**src/core/psb_pkg.sv**
```systemverilog
package psb_pkg;

  // ***************************************************
  // timing
  // ***************************************************
  localparam int CLK_PERIOD_PS = 20000; // 50 MHz system clock
  localparam int DT_OFFSET_NS = 25; // fixed part of each dead time
  // least time, so round up to whole cycles
  localparam int DT_OFFSET_CYC = (DT_OFFSET_NS * 1000 + CLK_PERIOD_PS - 1) / CLK_PERIOD_PS;
  localparam int DEL_K_PS = 25; // picoseconds per ohm per volt
  localparam int CODE_PER_V = 100; // level codes are 10 mV steps
  // divisor turning ohms / level code into clock cycles
  localparam int DT_DIV = CLK_PERIOD_PS / (DEL_K_PS * CODE_PER_V);

  // ***************************************************
  // analog levels as 10 mV codes
  // ***************************************************
  localparam logic [7:0] VDEL_MIN = 8'h32; // 0.5 V floor of the delay level
  localparam logic [9:0] VDEL_GAIN_NUM = 10'h003; // gain 3/4, numerator
  localparam int VDEL_GAIN_SHIFT = 2; // gain 3/4, denominator as a shift
  localparam logic [7:0] NOLOAD_OFF = 8'h32; // 500 mV
  localparam logic [7:0] NOLOAD_ON = 8'h3C; // 600 mV

  // ***************************************************
  // reset values
  // ***************************************************
  localparam logic [15:0] CNT_RESET = 16'h0000;
  // synchroniser contents after reset read as lockout with all codes zero,
  // so nothing starts on stale reset values before real samples arrive
  localparam logic [36:0] SYNC_RESET = 37'h1000000000;
  localparam logic [7:0] CODE_RESET = 8'h00;
  localparam logic [7:0] DT_RESET = 8'h00;

  // ***************************************************
  // types
  // ***************************************************
  typedef struct packed {
    logic uvlo; // supply below lockout threshold
    logic ref_low; // reference below 4 V
    logic ss_low; // soft-start node below 0.5 V
    logic over_cur; // sensed current at 2.5 V
    logic peak_cur; // sensed current at peak threshold
  } psb_cmp_t;

  typedef struct packed {
    logic [15:0] res_ohm; // programming resistance in ohms
    logic tied_ref; // delay input tied to the reference
  } psb_leg_cfg_t;

  typedef enum logic [2:0] {
    ST_OFF = 3'b001,
    ST_START = 3'b010,
    ST_STOP = 3'b100
  } psb_state_t;

endpackage

```
**src/core/psb_leg.sv**
```systemverilog
`timescale 1ns/1ps
module psb_leg
  import psb_pkg::*;
(
  input wire logic clk,
  input wire logic rst,
  input wire logic ce,
  input wire logic phase_in,
  input wire logic [7:0] dt_in,
  input wire logic kill,
  output logic hi_drive,
  output logic lo_drive
);

  logic ph_reg;
  logic [7:0] gap_reg;

  // ***************************************************
  // dead-time insertion for one half-bridge
  // ***************************************************
  // the gap count is captured at the phase change and then counts down to zero
  always_ff @(posedge clk) begin
    if (rst) begin
      ph_reg <= 1'b0;
      gap_reg <= DT_RESET;
      hi_drive <= 1'b0;
      lo_drive <= 1'b0;
    end else if (ce) begin
      if (kill) begin
        ph_reg <= phase_in;
        gap_reg <= DT_RESET;
        hi_drive <= 1'b0;
        lo_drive <= 1'b0;
      end else if (phase_in != ph_reg) begin
        ph_reg <= phase_in;
        if (dt_in == DT_RESET) begin
          hi_drive <= phase_in;
          lo_drive <= ~phase_in;
          gap_reg <= DT_RESET;
        end else begin
          hi_drive <= 1'b0;
          lo_drive <= 1'b0;
          gap_reg <= dt_in - 8'h01;
        end
      end else if (gap_reg != DT_RESET) begin
        gap_reg <= gap_reg - 8'h01;
      end else begin
        hi_drive <= ph_reg; // complementary pair
        lo_drive <= ~ph_reg;
      end
    end
  end
endmodule

```
**src/core/psb_pwm_ctrl.sv**
```systemverilog
`timescale 1ns/1ps
// Operation
// - leg one pair toggles complementary, near 50% duty, half oscillator rate
// - leg two pair behaves like leg one, driving the other half-bridge
// - leg two outputs are phase shifted against the matching leg one outputs
// - leg two duty may leave 50% while the phase offset changes
// - each leg inserts dead time from its own independent setting
// - dead time is 25 ns plus resistance over delay level
// - a delay input tied to reference disables that leg's dead time
// - delay level is 0.75 times sense minus adaptive, plus 0.5 V, floored
// - adaptive grounded gives 4:1 dead time range; tied to sense, none
// - no-load stops outputs below 500 mV, resumes above 600 mV
// - error amplifier output is limited to the soft-start level
// - fast shutdown on node below 0.5 V, reference below 4 V, or lockout
// - reference fault or lockout discharges the soft-start node to ground
// - overcurrent starts soft stop, sinking ten times until node below 0.5 V
// - any fault or no-load stop drives all four outputs low at once; a low enable freezes them
// - an overcurrent shutdown restarts through a complete soft start
// - soft start charges the node once faults clear or soft stop ends
// - low supply-current state only during undervoltage lockout
// - peak current ends each active phase; overcurrent acts in every mode
// - reference stays on except during undervoltage lockout
module psb_pwm_ctrl
  import psb_pkg::*;
(
  input wire logic CLK_SYS,
  input wire logic SYS_RST,
  input wire logic CLK_EN,
  input wire psb_cmp_t CMP_IN,
  input wire logic [7:0] EA_CODE,
  input wire logic [7:0] SS_CODE,
  input wire logic [7:0] CS_CODE,
  input wire logic [7:0] ADS_CODE,
  input wire logic [15:0] OSC_PERIOD,
  input wire logic [15:0] PHASE_SHIFT,
  input wire logic PEAK_MODE,
  input wire psb_leg_cfg_t LEG1_CFG,
  input wire psb_leg_cfg_t LEG2_CFG,
  output logic LEG1_HIGH_DRIVE,
  output logic LEG1_LOW_DRIVE,
  output logic LEG2_HIGH_DRIVE,
  output logic LEG2_LOW_DRIVE,
  output logic SS_CHARGE,
  output logic SS_SINK,
  output logic SS_DISCHARGE,
  output logic LOW_IQ,
  output logic REF_ENABLE,
  output logic [7:0] EA_LIMIT,
  output logic [7:0] DEL_LEVEL
);

  // ***************************************************
  // input synchronisers
  // ***************************************************
  logic [36:0] meta_reg;
  logic [36:0] sync_reg;
  psb_cmp_t cmp_s;
  logic [7:0] ea_s;
  logic [7:0] ss_s;
  logic [7:0] cs_s;
  logic [7:0] ads_s;

  // level codes come from converters that update slowly, so a code
  // that lands mid-change is off by one sample at most
  always_ff @(posedge CLK_SYS) begin
    if (SYS_RST) begin
      meta_reg <= SYNC_RESET;
      sync_reg <= SYNC_RESET;
    end else if (CLK_EN) begin
      meta_reg <= {CMP_IN, EA_CODE, SS_CODE, CS_CODE, ADS_CODE};
      sync_reg <= meta_reg;
    end
  end

  assign {cmp_s, ea_s, ss_s, cs_s, ads_s} = sync_reg;

  // ***************************************************
  // oscillator and phase timing
  // ***************************************************
  logic [15:0] osc_cnt_reg;
  logic [15:0] phase_lat_reg;
  logic [15:0] lag_cnt_reg;
  logic [15:0] ph_clamp;
  logic tick;
  logic trip;
  logic lag_pend_reg;
  logic leg1_ph_reg;
  logic leg2_ph_reg;

  assign tick = ({1'b0, osc_cnt_reg} + 17'h00001) >= {1'b0, OSC_PERIOD};
  // an offset of a whole period or more would never fire
  assign ph_clamp = (PHASE_SHIFT >= OSC_PERIOD) ? OSC_PERIOD - 16'h0001 : PHASE_SHIFT;
  // current trip only shapes the pulse in peak current mode
  assign trip = PEAK_MODE && cmp_s.peak_cur;

  // free-running oscillator count
  always_ff @(posedge CLK_SYS) begin
    if (SYS_RST) begin
      osc_cnt_reg <= CNT_RESET;
    end else if (CLK_EN) begin
      osc_cnt_reg <= tick ? CNT_RESET : osc_cnt_reg + 16'h0001;
    end
  end

  // leg one flips every oscillator period, so it runs at half the rate
  always_ff @(posedge CLK_SYS) begin
    if (SYS_RST) begin
      leg1_ph_reg <= 1'b0;
    end else if (CLK_EN && tick) begin
      leg1_ph_reg <= ~leg1_ph_reg;
    end
  end

  // leg two follows leg one after the latched offset; a new offset takes
  // effect at the next flip, so one leg two half period stretches or shrinks
  always_ff @(posedge CLK_SYS) begin
    if (SYS_RST) begin
      leg2_ph_reg <= 1'b0;
      lag_pend_reg <= 1'b0;
      lag_cnt_reg <= CNT_RESET;
      phase_lat_reg <= CNT_RESET;
    end else if (CLK_EN) begin
      if (tick) begin
        phase_lat_reg <= ph_clamp;
        if (ph_clamp == CNT_RESET) begin
          leg2_ph_reg <= ~leg1_ph_reg;
          lag_pend_reg <= 1'b0;
        end else begin
          lag_pend_reg <= 1'b1;
          lag_cnt_reg <= 16'h0001;
        end
      end else if (lag_pend_reg && (lag_cnt_reg == phase_lat_reg || trip)) begin
        leg2_ph_reg <= leg1_ph_reg;
        lag_pend_reg <= 1'b0;
      end else if (lag_pend_reg) begin
        lag_cnt_reg <= lag_cnt_reg + 16'h0001;
      end
    end
  end

  // ***************************************************
  // delay level and dead times
  // ***************************************************
  logic [7:0] vdel_diff;
  logic [9:0] vdel_prod;
  logic [7:0] vdel_next;
  logic [7:0] dt1;
  logic [7:0] dt2;

  function automatic logic [7:0] dt_cycles(input psb_leg_cfg_t cfg, input logic [7:0] vdel);
    logic [15:0] q;
    q = cfg.res_ohm / (16'(DT_DIV) * {8'h00, vdel});
    if (cfg.tied_ref) begin
      dt_cycles = DT_RESET;
    end else if (q > 16'(255 - DT_OFFSET_CYC)) begin
      dt_cycles = 8'hFF;
    end else begin
      dt_cycles = q[7:0] + 8'(DT_OFFSET_CYC);
    end
  endfunction

  // adaptive level at or above sense leaves the level at its floor
  always_comb begin
    vdel_diff = (cs_s > ads_s) ? cs_s - ads_s : CODE_RESET;
    vdel_prod = VDEL_GAIN_NUM * {2'b00, vdel_diff};
    vdel_next = VDEL_MIN + vdel_prod[9:VDEL_GAIN_SHIFT];
  end

  // registered level also keeps the divider off the comparator path
  always_ff @(posedge CLK_SYS) begin
    if (SYS_RST) begin
      DEL_LEVEL <= VDEL_MIN;
    end else if (CLK_EN) begin
      DEL_LEVEL <= vdel_next;
    end
  end

  assign dt1 = dt_cycles(LEG1_CFG, DEL_LEVEL);
  assign dt2 = dt_cycles(LEG2_CFG, DEL_LEVEL);

  // ***************************************************
  // error amplifier limit and no-load skipping
  // ***************************************************
  logic noload_reg;

  always_ff @(posedge CLK_SYS) begin
    if (SYS_RST) begin
      EA_LIMIT <= CODE_RESET;
    end else if (CLK_EN) begin
      EA_LIMIT <= (ea_s < ss_s) ? ea_s : ss_s;
    end
  end

  // hysteresis keeps light-load skipping from chattering
  always_ff @(posedge CLK_SYS) begin
    if (SYS_RST) begin
      noload_reg <= 1'b1;
    end else if (CLK_EN) begin
      if (EA_LIMIT < NOLOAD_OFF) begin
        noload_reg <= 1'b1;
      end else if (EA_LIMIT > NOLOAD_ON) begin
        noload_reg <= 1'b0;
      end
    end
  end

  // ***************************************************
  // fault and soft-start sequencing
  // ***************************************************
  psb_state_t state_reg;
  psb_state_t state_next;
  logic hard_fault;
  logic kill;

  assign hard_fault = cmp_s.uvlo || cmp_s.ref_low;
  // outputs drop on the synchronised fault itself, not on the state change
  assign kill = (state_reg != ST_START) || hard_fault || cmp_s.ss_low
    || cmp_s.over_cur || noload_reg;

  always_comb begin
    state_next = state_reg;
    unique case (state_reg)
      ST_OFF: begin
        if (!hard_fault) state_next = ST_START;
      end
      ST_START: begin
        if (hard_fault) begin
          state_next = ST_OFF;
        end else if (cmp_s.over_cur) begin
          state_next = ST_STOP;
        end
      end
      ST_STOP: begin
        if (hard_fault) begin
          state_next = ST_OFF;
        end else if (cmp_s.ss_low) begin
          state_next = ST_START;
        end
      end
      default: state_next = ST_OFF;
    endcase
  end

  always_ff @(posedge CLK_SYS) begin
    if (SYS_RST) begin
      state_reg <= ST_OFF;
    end else if (CLK_EN) begin
      state_reg <= state_next;
    end
  end

  // node currents follow the next state so they line up with it
  always_ff @(posedge CLK_SYS) begin
    if (SYS_RST) begin
      SS_CHARGE <= 1'b0;
      SS_SINK <= 1'b0;
      SS_DISCHARGE <= 1'b1;
      LOW_IQ <= 1'b1;
      REF_ENABLE <= 1'b0;
    end else if (CLK_EN) begin
      SS_CHARGE <= (state_next == ST_START);
      SS_SINK <= (state_next == ST_STOP);
      SS_DISCHARGE <= (state_next == ST_OFF);
      LOW_IQ <= cmp_s.uvlo;
      REF_ENABLE <= !cmp_s.uvlo;
    end
  end

  // ***************************************************
  // leg drivers
  // ***************************************************
  psb_leg u_leg1 (
    .clk(CLK_SYS),
    .rst(SYS_RST),
    .ce(CLK_EN),
    .phase_in(leg1_ph_reg),
    .dt_in(dt1),
    .kill(kill),
    .hi_drive(LEG1_HIGH_DRIVE),
    .lo_drive(LEG1_LOW_DRIVE)
  );

  psb_leg u_leg2 (
    .clk(CLK_SYS),
    .rst(SYS_RST),
    .ce(CLK_EN),
    .phase_in(leg2_ph_reg),
    .dt_in(dt2),
    .kill(kill),
    .hi_drive(LEG2_HIGH_DRIVE),
    .lo_drive(LEG2_LOW_DRIVE)
  );
endmodule
```
**config.mk**
```make
export PLATFORM = sky130hd
export DESIGN_NAME = psb_pwm_ctrl
export DESIGN_NICKNAME = d
export VERILOG_FILES = /design/src/core/psb_pkg.sv /design/src/core/psb_leg.sv /design/src/core/psb_pwm_ctrl.sv
export SDC_FILE = /design/constraint.sdc
export NUM_CORES = 1
export LEC_CHECK = 0
export CAP_MARGIN = 20
export CORE_MARGIN = 1
export CORE_UTILIZATION = 25
export CTS_BUF_LIST = sky130_fd_sc_hd__clkbuf_2
export DETAILED_ROUTE_END_ITERATION = 16
export DONT_BUFFER_PORTS = 1
export PLACE_DENSITY = 0.37
export RECOVER_POWER = 50
export SLEW_MARGIN = 20
export SYNTH_ARGS = -nofsm -noshare
export SYNTH_HDL_FRONTEND = slang
export SYNTH_HIERARCHICAL = 1
export SYNTH_SLANG_ARGS = --single-unit
```
**constraint.sdc**
```tcl
create_clock -name CLK_SYS -period 39.7 [get_ports CLK_SYS]
set_input_delay 9.925 -clock CLK_SYS [delete_from_list [all_inputs] [get_ports CLK_SYS]]
set_output_delay 9.925 -clock CLK_SYS [all_outputs]
set_load 0.03 [all_outputs]
```
# After elaboration in Yosys (flattened, before gate mapping)
# Index checks and enable logic that the tools add are counted.
dict set report op_classes {
  add_sub_neg 12
  mul 1
  div 2
  magnitude_cmp 8
  n_eq_ne 15
  mux 54
  n_bitwise 4
  reduce_logical 33
}
# cell n
set op_table {}
lappend op_table {{two-way mux 8 bit} 14}
lappend op_table {{two-way mux 16 bit} 6}
lappend op_table {{adder 16 x 1 -> 16 bit, second input constant} 2}
lappend op_table {{divider 16 x 11 -> 16 bit} 2}
lappend op_table {{> comparator 16 x 8 -> 1 bit, second input constant} 2}
lappend op_table {{subtractor 8 x 1 -> 8 bit, second input constant} 4}
lappend op_table {{two-way mux 1 bit} 28}
lappend op_table {{AND reduction 2 bit} 9}
lappend op_table {{adder 16 x 1 -> 17 bit, second input constant} 1}
lappend op_table {{>= comparator 17 x 16 -> 1 bit} 1}
lappend op_table {{adder 8 x 2 -> 8 bit, second input constant} 2}
lappend op_table {{equality test 16 bit} 1}
lappend op_table {{>= comparator 16 bit} 1}
lappend op_table {{zero test 16 bit} 1}
lappend op_table {{zero test 8 bit} 2}
lappend op_table {{nonzero test 8 bit} 2}
lappend op_table {{subtractor 16 x 1 -> 16 bit, second input constant} 1}
lappend op_table {{two-way mux 3 bit} 5}
lappend op_table {{multiplier 2 x 8 -> 10 bit, first input constant} 1}
lappend op_table {{nonzero test 2 bit} 5}
lappend op_table {{!= test 3 x 2 -> 1 bit, second input constant} 3}
lappend op_table {{one-hot mux 3 bit (3 select lines)} 1}
lappend op_table {{adder 6 x 8 -> 8 bit, first input constant} 1}
lappend op_table {{> comparator 8 x 6 -> 1 bit, second input constant} 1}
lappend op_table {{other kinds (17)} 33}
dict set report word_totals {
  regBits 172
  inputBits 107
  out_inout_bits 25
  word_cells 154
}

# Logic depth before layout (Yosys ltp)
# Gate-level depths: netlist of run 1.
dict set report depth {
  word_depth 8
  mapped_depth 115
  mapped_depth_nobuf 111
}

# Hierarchy
# The synthesis of run 1 kept the hierarchy.
# module n_inst cells_per_inst area_each_um2 seq_area_each_um2
set by_module_without_submodules {}
lappend by_module_without_submodules {psb_pwm_ctrl 1 2089 16265.6 3002.9}
lappend by_module_without_submodules {psb_leg 2 95 812.0 220.2}

# Worst setup path before layout of run 1
# OpenSTA, ideal clock, no wires.
dict set report synth_timing {
  path_type {input port to flip-flop}
  startpoint {input LEG1_CFG[16] (netlist name)}
  endpoint {register u_leg1.hi_drive}
  setup_time_ps 70
  t_arrival_ps 31859
  required_time_ps 39630
  setup_slack_ps 7771
  stages 110
  path_buffers 8
  cell_sequence {clkbuf_1 ha_1 and3_1 nor2_1 ha_1 o21a_1 o211ai_1 nor3b_2 o21bai_1 ha_1 a21oi_1 o21a_1 nor3_1 a21o_1 ha_1 a21oi_1 a21boi_0 o21ai_0 (+74 left out) ha_1 o21a_1 o21a_1 o21ai_0 nand2b_1 a21oi_1 nor2b_1 o21ai_0 nand2b_1 a21oi_1 o211a_1 a31oi_1 inv_1 ha_1 or4b_4 nor2b_4 or4b_1 a21oi_1}
}
dict set report synth_via {
  elab_chain_len 8
  elab_cells_between_ends 9
  cone_classes {add/sub (1); div (1); order compare (1); mux (5); reduce/logical (1)}
}
# element line
set synth_lines {}
lappend synth_lines {{start: declaration} psb_pwm_ctrl.sv:37} ;# input wire psb_leg_cfg_t LEG1_CFG,
lappend synth_lines {{divider 16 x 11 -> 16 bit *} psb_pwm_ctrl.sv:152} ;# q = cfg.res_ohm / (16'(DT_DIV) * {8'h00, vdel});
lappend synth_lines {{> comparator 16 x 8 -> 1 bit / adder 8 x 2 -> 8 bit (equally long branches)} {psb_pwm_ctrl.sv:155, psb_pwm_ctrl.sv:158}}
lappend synth_lines {{two-way mux 8 bit *} psb_pwm_ctrl.sv:155} ;# end else if (q > 16'(255 - DT_OFFSET_CYC)) begin
lappend synth_lines {{two-way mux 8 bit *} psb_pwm_ctrl.sv:153} ;# if (cfg.tied_ref) begin
lappend synth_lines {{named net dt1[0]} psb_pwm_ctrl.sv:147} ;# logic [7:0] dt1;
lappend synth_lines {{zero test 8 bit *} psb_leg.sv:36} ;# if (dt_in == DT_RESET) begin
lappend synth_lines {{two-way mux 1 bit *} psb_leg.sv:36}
lappend synth_lines {{two-way mux 1 bit *} psb_leg.sv:34} ;# end else if (phase_in != ph_reg) begin
lappend synth_lines {{two-way mux 1 bit *} psb_leg.sv:29} ;# if (kill) begin
lappend synth_lines {{end signal: assignment} psb_leg.sv:37} ;# hi_drive <= phase_in;
lappend synth_lines {{end signal: assignment} psb_leg.sv:48} ;# hi_drive <= ph_reg;
lappend synth_lines {{end: declaration} psb_leg.sv:11} ;# output logic hi_drive,
# The timed path passes the listed nets; every way through them passes the cells marked *.
# A chain may end at the register's enable or synchronous reset.

# Worst setup path in the final report of run 1
# Same ends and word-level chain as after synthesis.

==> key figures, run 1 <==
Yosys
  • Mux share of post-synthesis cell area: 9.02%
  • Post-synthesis adder-cell area fraction: 15.7%
  • YS warnings: 6
  • Combinational family with the most area after synthesis: compound AO/OA/AOI/OAI gates
  • Post-synth EDFFs: 0
  • Net Count, Synth: 2608
  • Syn Inst Count: 2279
  • Simple-Gate Fraction of Synth Area: 20.9%
  • Main flop type after synthesis: dfxtp_1
  • Post-Syn Area: 0.0179 mm^2
  • Async set-reset flop share out of synthesis: 0%
  • Number of synthesized register bits: 172
  • Cell variety after synth: 107
  • Post-Syn Area per Cell: 7.85 um^2
  • Synth Area in XOR/XNOR: 6.61%
  • Seq/Total Area, Yosys: 19.2%
  • Compound-Gate Fraction of Synth Area: 24.0%

Run
  • Max Cap Viol: 0

Global route
  • Vias in the first global route: 15.8k
  • First-pass GRT wire length: 87.3 mm
  • Largest net degree at the start of global routing: 151
  • GRT overflow: 0
  • Initial antenna violation count: 3
  • Tot GR Track Use: 14.7%

STA
  • Fin Hold WS: 491 ps
  • Crit path time final: 34570 ps
  • RSZ-0062 raised after global routing: no
  • Setup TNS: 0 ps
  • Final Hold Viols: 0
  • Worst slew margin: 9.55%
  • Slew @ Worst Pin: 1360 ps
  • PnR worst setup slack: 5130 ps
  • Final-report setup violation count: 0
  • Fmax: 28.9 MHz
  • Fin. max-slew vios: 0
  • Post-route clock period utilization: 87.1%
  • Layout Skew: 53.8 ps

Critical path
  • Slowest stage delay, CP: 870 ps
  • Critical path class: in2reg
  • Slowest cell on the critical path: a2111oi_4
  • WP data required: 40450 ps
  • Critical Path Sink Type: register
  • Critical Path AT: 35320 ps
  • Crit path top cell by count: o21a_1
  • Worst Path Max Fanout: 20
  • Startpoint Class: primary input

Min path
  • Worst Hold Class: reg2reg

Clock tree
  • Max clock buf depth: 2
  • Clock sinks: 172
  • CTS buffer count: 17
  • Clock H-tree levels: 4
  • Root buffer cell: clkbuf_2
  • Hold Buf Count CTS: 0
  • Clock transition at path regs: 240 ps
  • Worst skew pair latency: 850 ps
  • Post-CTS Setup Bufs: 0
  • Quantity of gates resized following cts: 0
  • CTS tree: built

Die
  • Die W: 270 um
  • Area of the die: 0.0726 mm^2
  • Die height: 270 um
  • Starting Density: 25.4%
  • Row Count: 97
  • CORE AREA: 0.0704 mm^2
  • I/O pin cnt: 132

Placement
  • Placement Setup Slack: 4450 ps
  • Area after DPL: 0.0188 mm^2
  • Port Buffers: 0
  • Global placement routability congestion: 0.830
  • Dpl hpwl: 41.6 mm

Layout
  • # fillers: 7721
  • Area delta synth->final: 6.15%
  • Most common cell after layout, fill and taps aside: nor2_1
  • Most frequent cells in the layout: nor2_1, ha_1, dfxtp_1, a21oi_1, nand2_1
  • Area of the multi-input gates: 0.0136 mm^2
  • FF+latch area: 0.00344 mm^2
  • Nets: 2535
  • Finished Cell Area: 0.0190 mm^2
  • Layout cell share with drive strength beyond 1: 6.04%

Status
  • Status: complete, no violations

Routing
  • First-pass detailed-route iteration total: 5
  • ANT nets after route: 0
  • DRT iter0 DRCs: 797
  • Post-Route WL: 54.2 mm
  • Drc violations: 0
  • Routed WL per cell: 17.2 um
  • Via count: 16.2k
  • Routed vias/inst: 5.13
cells in the mapped netlist, types with 8 or more instances:
cell | count | area [um^2]
nor2_1 | 295 | 1110
ha_1 | 220 | 2750
dfxtp_1 | 172 | 3440
a21oi_1 | 165 | 826
nand2_1 | 128 | 480
mux2i_1 | 115 | 1150
inv_1 | 101 | 379
o21ai_0 | 85 | 425
clkbuf_1 | 83 | 312
o21a_1 | 82 | 616
xnor2_1 | 81 | 709
nor3_1 | 76 | 380
xor2_1 | 54 | 473
nand3_1 | 43 | 215
a211oi_1 | 33 | 248
a21o_1 | 33 | 248
mux2_2 | 31 | 349
or3_1 | 30 | 188
o31ai_1 | 27 | 203
o211ai_1 | 25 | 188
nand4_1 | 24 | 150
nor4_1 | 24 | 150
a31oi_1 | 22 | 138
nand2b_1 | 21 | 131
and3_1 | 20 | 125
nor2b_1 | 16 | 100
buf_1 | 15 | 56.3
a22o_1 | 13 | 114
o22ai_1 | 13 | 81.3
or2_2 | 13 | 81.3
a21boi_0 | 10 | 75.1
o21bai_1 | 10 | 75.1
or4_1 | 10 | 75.1
nor3b_1 | 9 | 67.6
a22oi_1 | 8 | 60.1
critical path, delay by kind of cell:
family	cells	cell delay, ps
AO/OA/AOI/OAI	60	14190
AND/OR/NAND/NOR	20	4770
adder cells (fa/ha/maj)	14	4200
multiplexers	4	1490
buffers and inverters	3	670
per-layer routing:
metal	routed length [um]	part of all wire (%)	global-route usage (%)
met5	13	0.024	0
met4	681	1.3	3.35
met3	2800	5.2	3.31
met2	24300	45	24.1
met1	26500	49	19.5
stage by stage:
stage / utilization (%) / cells
floorplan: - / 2279
global placement: 26.6 / 3127
detailed placement: 26.7 / 3127
CTS: 27.0 / 3159
global route: 27.0 / 3162
finish: 27.0 / 3162
final cells by class:
| type | instances | share of cell area, % |
|---|---|---|
| multi-input cells | 1898 | 71.9 |
| flip-flops and latches | 172 | 18.1 |
| well taps | 940 | 6.19 |
| inverters | 102 | 2.02 |
| clock inverters | 14 | 0.698 |
| repair buffers | 15 | 0.573 |
| clock buffers | 18 | 0.474 |
| diodes | 3 | 0.0395 |
final timing paths:
check | from | to | slack, ps | cells after the start
setup / recovery | LEG1_CFG[16] | u_leg1/hi_drive | 5130 | 101
setup reg to reg | DEL_LEVEL[6] | u_leg1/hi_drive | 13000 | 101
hold reg to reg | meta_reg[36] | sync_reg[36] | 490 | 1
hold / removal | meta_reg[36] | sync_reg[36] | 490 | 1
cells by family (layout without fill, tap and decap cells):
kind of cell	after synthesis	after routing
AOI/OAI and AO/OA	627	627
muxes	153	153
buffers and inverters	209	149
adders and majority gates	223	223
other	0	3
DFF	172	172
and+or+nand+nor	760	760
xor gates and xnor gates	135	135
Power of run 1 is left out: the tool's default activity adds up to more than one toggle a clock period on the data nets, which glitch-free logic cannot reach.
==> run 2: changes to the inputs <==
- CORE_UTILIZATION: 25 -> 68
- PLACE_DENSITY: 0.37 -> 0.83
==> key figures, run 2 (synthesized netlist as in run 1, its figures left out) <==
Routing
  • First-pass detailed-route iteration total: 7 (+2)
  • Routed WL per cell: 17.5 um (+2.3%)
  • ANT nets after route: 0 (unchanged)
  • Drc violations: 0 (unchanged)
  • Via count: 16.6k (+2.6%)
  • Post-Route WL: 44.8 mm (-17%)
  • Routed vias/inst: 6.52 (+27%)
  • DRT iter0 DRCs: 1167 (+46%)

Die
  • Die W: 164 um (-39%)
  • I/O pin cnt: 132 (unchanged)
  • CORE AREA: 0.0259 mm^2 (-63%)
  • Starting Density: 69.0% (+44 points)
  • Die height: 164 um (-39%)
  • Area of the die: 0.0270 mm^2 (-63%)
  • Row Count: 59 (-39%)

Critical path
  • CP top delay family: compound AO/OA/AOI/OAI gates
  • Worst Path Max Fanout: 20 (unchanged)
  • Critical Path Sink Type: register
  • Critical path class: in2reg
  • Worst r2r path cells: 102 (+0.99%)
  • Slowest stage delay, CP: 840 ps (-30 ps)
  • Startpoint Class: primary input
  • WP data required: 40380 ps (-70 ps)
  • Critical Path AT: 34780 ps (-540 ps)
  • Crit path depth: 102 (+0.99%)
  • WP buf/inv: 3 (unchanged)
  • Crit path top cell by count: o21a_1
  • Slowest cell on the critical path: a2111oi_4

STA
  • Layout Skew: 76.0 ps (+22.2 ps)
  • Crit path time final: 34100 ps (-475 ps)
  • Final Hold Viols: 0 (unchanged)
  • Slew @ Worst Pin: 1230 ps (-123 ps)
  • Fin. max-slew vios: 0 (unchanged)
  • Post-route clock period utilization: 85.9% (-1.2 points)
  • Worst slew margin: 17.8% (+8.2 points)
  • RSZ-0062 raised after global routing: no
  • PnR worst setup slack: 5600 ps (+475 ps)
  • Fmax: 29.3 MHz (+1.4%)
  • Final-report setup violation count: 0 (unchanged)
  • Setup TNS: 0 ps (unchanged)

Global route
  • Initial antenna violation count: 1 (-2)
  • Vias in the first global route: 15.4k (-2.7%)
  • Largest net degree at the start of global routing: 151 (unchanged)
  • First-pass GRT wire length: 72.5 mm (-17%)
  • GRT overflow: 0 (unchanged)
  • Tot GR Track Use: 32.4% (+18 points)

Clock tree
  • Root buffer cell: clkbuf_2
  • Worst skew pair latency: 790 ps (-60 ps)
  • Clock H-tree levels: 4 (unchanged)
  • Max clock buf depth: 2 (unchanged)
  • Quantity of gates resized following cts: 0 (unchanged)
  • CTS tree: built
  • Hold Buf Count CTS: 0 (unchanged)
  • Clock sinks: 172 (unchanged)
  • Post-CTS Setup Bufs: 0 (unchanged)
  • CTS buffer count: 17 (unchanged)
  • Clock transition at path regs: 360 ps (+120 ps)

Layout
  • # fillers: 2146 (-72%)
  • FF+latch area: 0.00344 mm^2 (unchanged)
  • Layout cell share with drive strength beyond 1: 6.00% (-0.040 points)
  • Most common cell after layout, fill and taps aside: nor2_1
  • Area delta synth->final: 2.19%
  • Most frequent cells in the layout: nor2_1, ha_1, dfxtp_1, a21oi_1, nand2_1
  • Nets: 2533 (-0.079%)
  • Area of the multi-input gates: 0.0136 mm^2 (about the same)

Min path
  • Worst Hold Class: reg2reg
  • Hold depth: 2 (+1)

Placement
  • Global placement routability congestion: 0.940 (+13%)
  • Port Buffers: 0 (unchanged)
  • Dpl hpwl: 33.9 mm (-18%)
  • Placement Setup Slack: 5050 ps (+595 ps)

Status
  • Status: complete, no violations

Run
  • Max Cap Viol: 0 (unchanged)
[run 2: cell types whose count changed in the layout (fill, tap and decap cells not counted), moves of 2 or more]
cell,before,now
inv_12,0,5
inv_6,5,2
clkinv_1,3,0
buf_4,14,12
clkinv_8,0,4
diode_2,3,1
[run 2: worst paths after layout]
path | start | end | slack (ps)
setup / recovery | LEG1_CFG[16] | u_leg1/hi_drive | 5600
hold reg to reg | meta_reg[4] | sync_reg[4] | 510
hold / removal | meta_reg[4] | sync_reg[4] | 510
setup reg to reg | DEL_LEVEL[4] | u_leg1/hi_drive | 13440
[run 2: per-layer routing]
layer	up-vias	wire length (um)	GRT usage [%]
met3	98	2920	5.68
met2	508	21200	56.0
met1	7774	19500	40.2
met4	0	1170	11.0
li1	8262	-	-
met5	-	0	0
[run 2: area by class of cell]
type                       instances  share of cell area, %
clock inverter                    15                   1.18
multi-input combinational       1898                   74.6
inverter                         102                   2.09
sequential                       172                   18.8
clock buffer                      17                  0.465
tap                              335                   2.29
antenna                            1                 0.0137
timing repair buffer              13                  0.513
[run 2: metrics by stage]
stage / utilization (%) / instances / area (um^2) / hold WS (ps)
3_5_place_dp: 69.4 / 2520 / 18000 / 453
3_3_place_gp: 69.4 / 2520 / 18000 / 442
2_1_floorplan: - / 2279 / 17900 / 431
6_report: 70.6 / 2553 / 18300 / 509
5_1_grt: 70.6 / 2553 / 18300 / 490
4_1_cts: 70.5 / 2552 / 18300 / 513
[run 2: worst reg2reg max path, delay by kind of cell (launching register included)]
| kind | cells | cell delay, ps |
|---|---|---|
| flops | 1 | 600 |
| simple gates | 21 | 5590 |
| mux | 3 | 1020 |
| buf+inv | 3 | 510 |
| fa+ha+maj | 13 | 3840 |
| compound gates | 62 | 14580 |
Power of run 2 is left out for the same reason.
==> run 3: changes to the inputs <==
- clock period: 39.7 -> 34.1 ns (I/O delays scaled with it)
==> key figures, run 3 (synthesized netlist as in run 1, its figures left out) <==
Status
  • Status: complete, no violations

Routing
  • Routed vias/inst: 6.49 (-0.48%)
  • Via count: 16.6k (-0.17%)
  • DRT iter0 DRCs: 1208 (+3.5%)
  • Routed WL per cell: 17.4 um (-1.0%)
  • First-pass detailed-route iteration total: 6 (-1)
  • ANT nets after route: 0 (unchanged)
  • Post-Route WL: 44.5 mm (-0.73%)
  • Drc violations: 0 (unchanged)

Clock tree
  • Max clock buf depth: 2 (unchanged)
  • Clock H-tree levels: 4 (unchanged)
  • Clock transition at path regs: 340 ps (-20 ps)
  • Worst skew pair latency: 780 ps (about the same)
  • CTS tree: built
  • CTS buffer count: 17 (unchanged)
  • Root buffer cell: clkbuf_2
  • Clock sinks: 172 (unchanged)

Layout
  • FF+latch area: 0.00344 mm^2 (unchanged)
  • Finished Cell Area: 0.0184 mm^2 (+0.42%)
  • Area delta synth->final: 2.62%
  • # fillers: 2134 (-0.56%)
  • Layout cell share with drive strength beyond 1: 6.38% (+0.38 points)
  • Most frequent cells in the layout: nor2_1, ha_1, dfxtp_1, a21oi_1, nand2_1
  • Nets: 2541 (+0.32%)
  • Most common cell after layout, fill and taps aside: nor2_1
  • Final std cells w/o fill: 2561 (+0.31%)
  • Area of the multi-input gates: 0.0136 mm^2 (unchanged)

Die
  • Die height: 164 um (unchanged)
  • CORE AREA: 0.0259 mm^2 (unchanged)
  • Area of the die: 0.0270 mm^2 (unchanged)
  • I/O pin cnt: 132 (unchanged)
  • Die W: 164 um (unchanged)
  • Starting Density: 69.0% (unchanged)
  • Row Count: 59 (unchanged)

STA
  • Final Hold Viols: 0 (unchanged)
  • Fin. max-slew vios: 0 (unchanged)
  • RSZ-0062 raised after global routing: no
  • Crit path time final: 32040 ps
  • Final-report setup violation count: 0 (unchanged)
  • Setup TNS: 0 ps (unchanged)
  • Layout Skew: 70.3 ps (-5.69 ps)
  • Slew @ Worst Pin: 1070 ps (-162 ps)
  • Fmax: 31.2 MHz
  • Post-route clock period utilization: 94.0%
  • Worst slew margin: 28.6% (+11 points)

Critical path
  • Worst r2r path cells: 102 (unchanged)
  • WP data required: 34790 ps (-5590 ps)
  • Worst R2R Start: DEL_LEVEL[4]
  • Critical path class: in2reg
  • Slowest stage delay, CP: 530 ps (-310 ps)
  • R2R setup slack: 8540 ps (-4900 ps)
  • Worst Path Max Fanout: 18 (-10%)
  • Crit path top cell by count: o21a_1
  • FF-to-FF End: u_leg1/hi_drive
  • Critical Path AT: 32730 ps (-2050 ps)
  • Critical Path Sink Type: register
  • Slowest cell on the critical path: nor4b_4
  • Startpoint Class: primary input

Min path
  • Hold depth: 2 (unchanged)
  • Worst Min Path Start: meta_reg[30]
  • Worst Hold Class: reg2reg
  • Hold endpoint: sync_reg[30]

Placement
  • Global placement routability congestion: 0.959 (+2.0%)
  • Placed Cells: 2520 (unchanged)
  • Dpl hpwl: 33.9 mm (about the same)
  • Area after DPL: 0.0180 mm^2 (unchanged)
  • Port Buffers: 0 (unchanged)

Global route
  • GRT overflow: 0 (unchanged)
  • First-pass GRT wire length: 72.9 mm (+0.55%)
  • Tot GR Track Use: 32.6% (+0.17 points)
  • Vias in the first global route: 15.5k (+1.1%)
  • Largest net degree at the start of global routing: 151 (unchanged)
  • Initial antenna violation count: 1 (unchanged)

Run
  • Max Cap Viol: 0 (unchanged)
run 3: changes by cell type in the layout (fill, tap and decap cells not counted), sizes merged:
| cell | change |
|---|---|
| buf | +9 |
| inv | +2 |
| clkinv | -2 |
| clkbuf | -1 |
run 3: critical path, delay by kind of cell:
kind	cells	cell delay, ps
and+or+nand+nor	19	4850
adders and majority gates	14	4160
muxes	2	520
buffers and inverters	4	710
AOI/OAI and AO/OA	63	13880
run 3: worst max path at each step:
stage | from | end | slack (ps) | cells after the start
after floorplan | LEG1_CFG[16] | u_leg1/hi_drive | 3570 | 110
after CTS | LEG1_CFG[16] | u_leg1/hi_drive | 1520 | 98
after global routing | LEG1_CFG[16] | u_leg1/hi_drive | 90 | 102
after detailed placement | LEG1_CFG[16] | u_leg1/hi_drive | 810 | 98
after global placement | LEG1_CFG[16] | u_leg1/hi_drive | 1520 | 99
final | LEG1_CFG[16] | u_leg1/hi_drive | 2060 | 102
run 3: per-layer routing:
metal  vias to the layer above  wire length [um]  global-route usage, %
li1                       8283                 -                      -
met1                      7777             19300                   40.1
met2                       460             21200                   57.0
met3                        94              2660                   5.40
met4                         0              1300                   11.2
met5                         -                 0                      0
run 3: stage by stage:
stage	util, %	hold slack, ps	setup slack, ps
3_3_place_gp	69.4	440	1520
5_1_grt	70.9	530	90.1
3_5_place_dp	69.4	450	809
6_report	70.9	494	2060
2_1_floorplan	-	431	3570
4_1_cts	70.6	489	1520
run 3: area by class of cell:
type / instances / share of cell area, %
Tap cell: 335 / 2.28
Timing Repair Buffer: 21 / 0.859
Sequential cell: 172 / 18.8
Inverter: 102 / 2.09
Antenna cell: 1 / 0.0136
Clock buffer: 17 / 0.463
Multi-Input combinational cell: 1898 / 74.3
Clock inverter: 15 / 1.25
run 3: repair_timing:
action | 4_1_cts | 5_1_grt
gates resized for setup | 0 | 2
setup endpoints to repair | 0 | 10
buffers inserted | 0 | 8
hold buffers | 0 | 0
Power of run 3 is left out for the same reason.
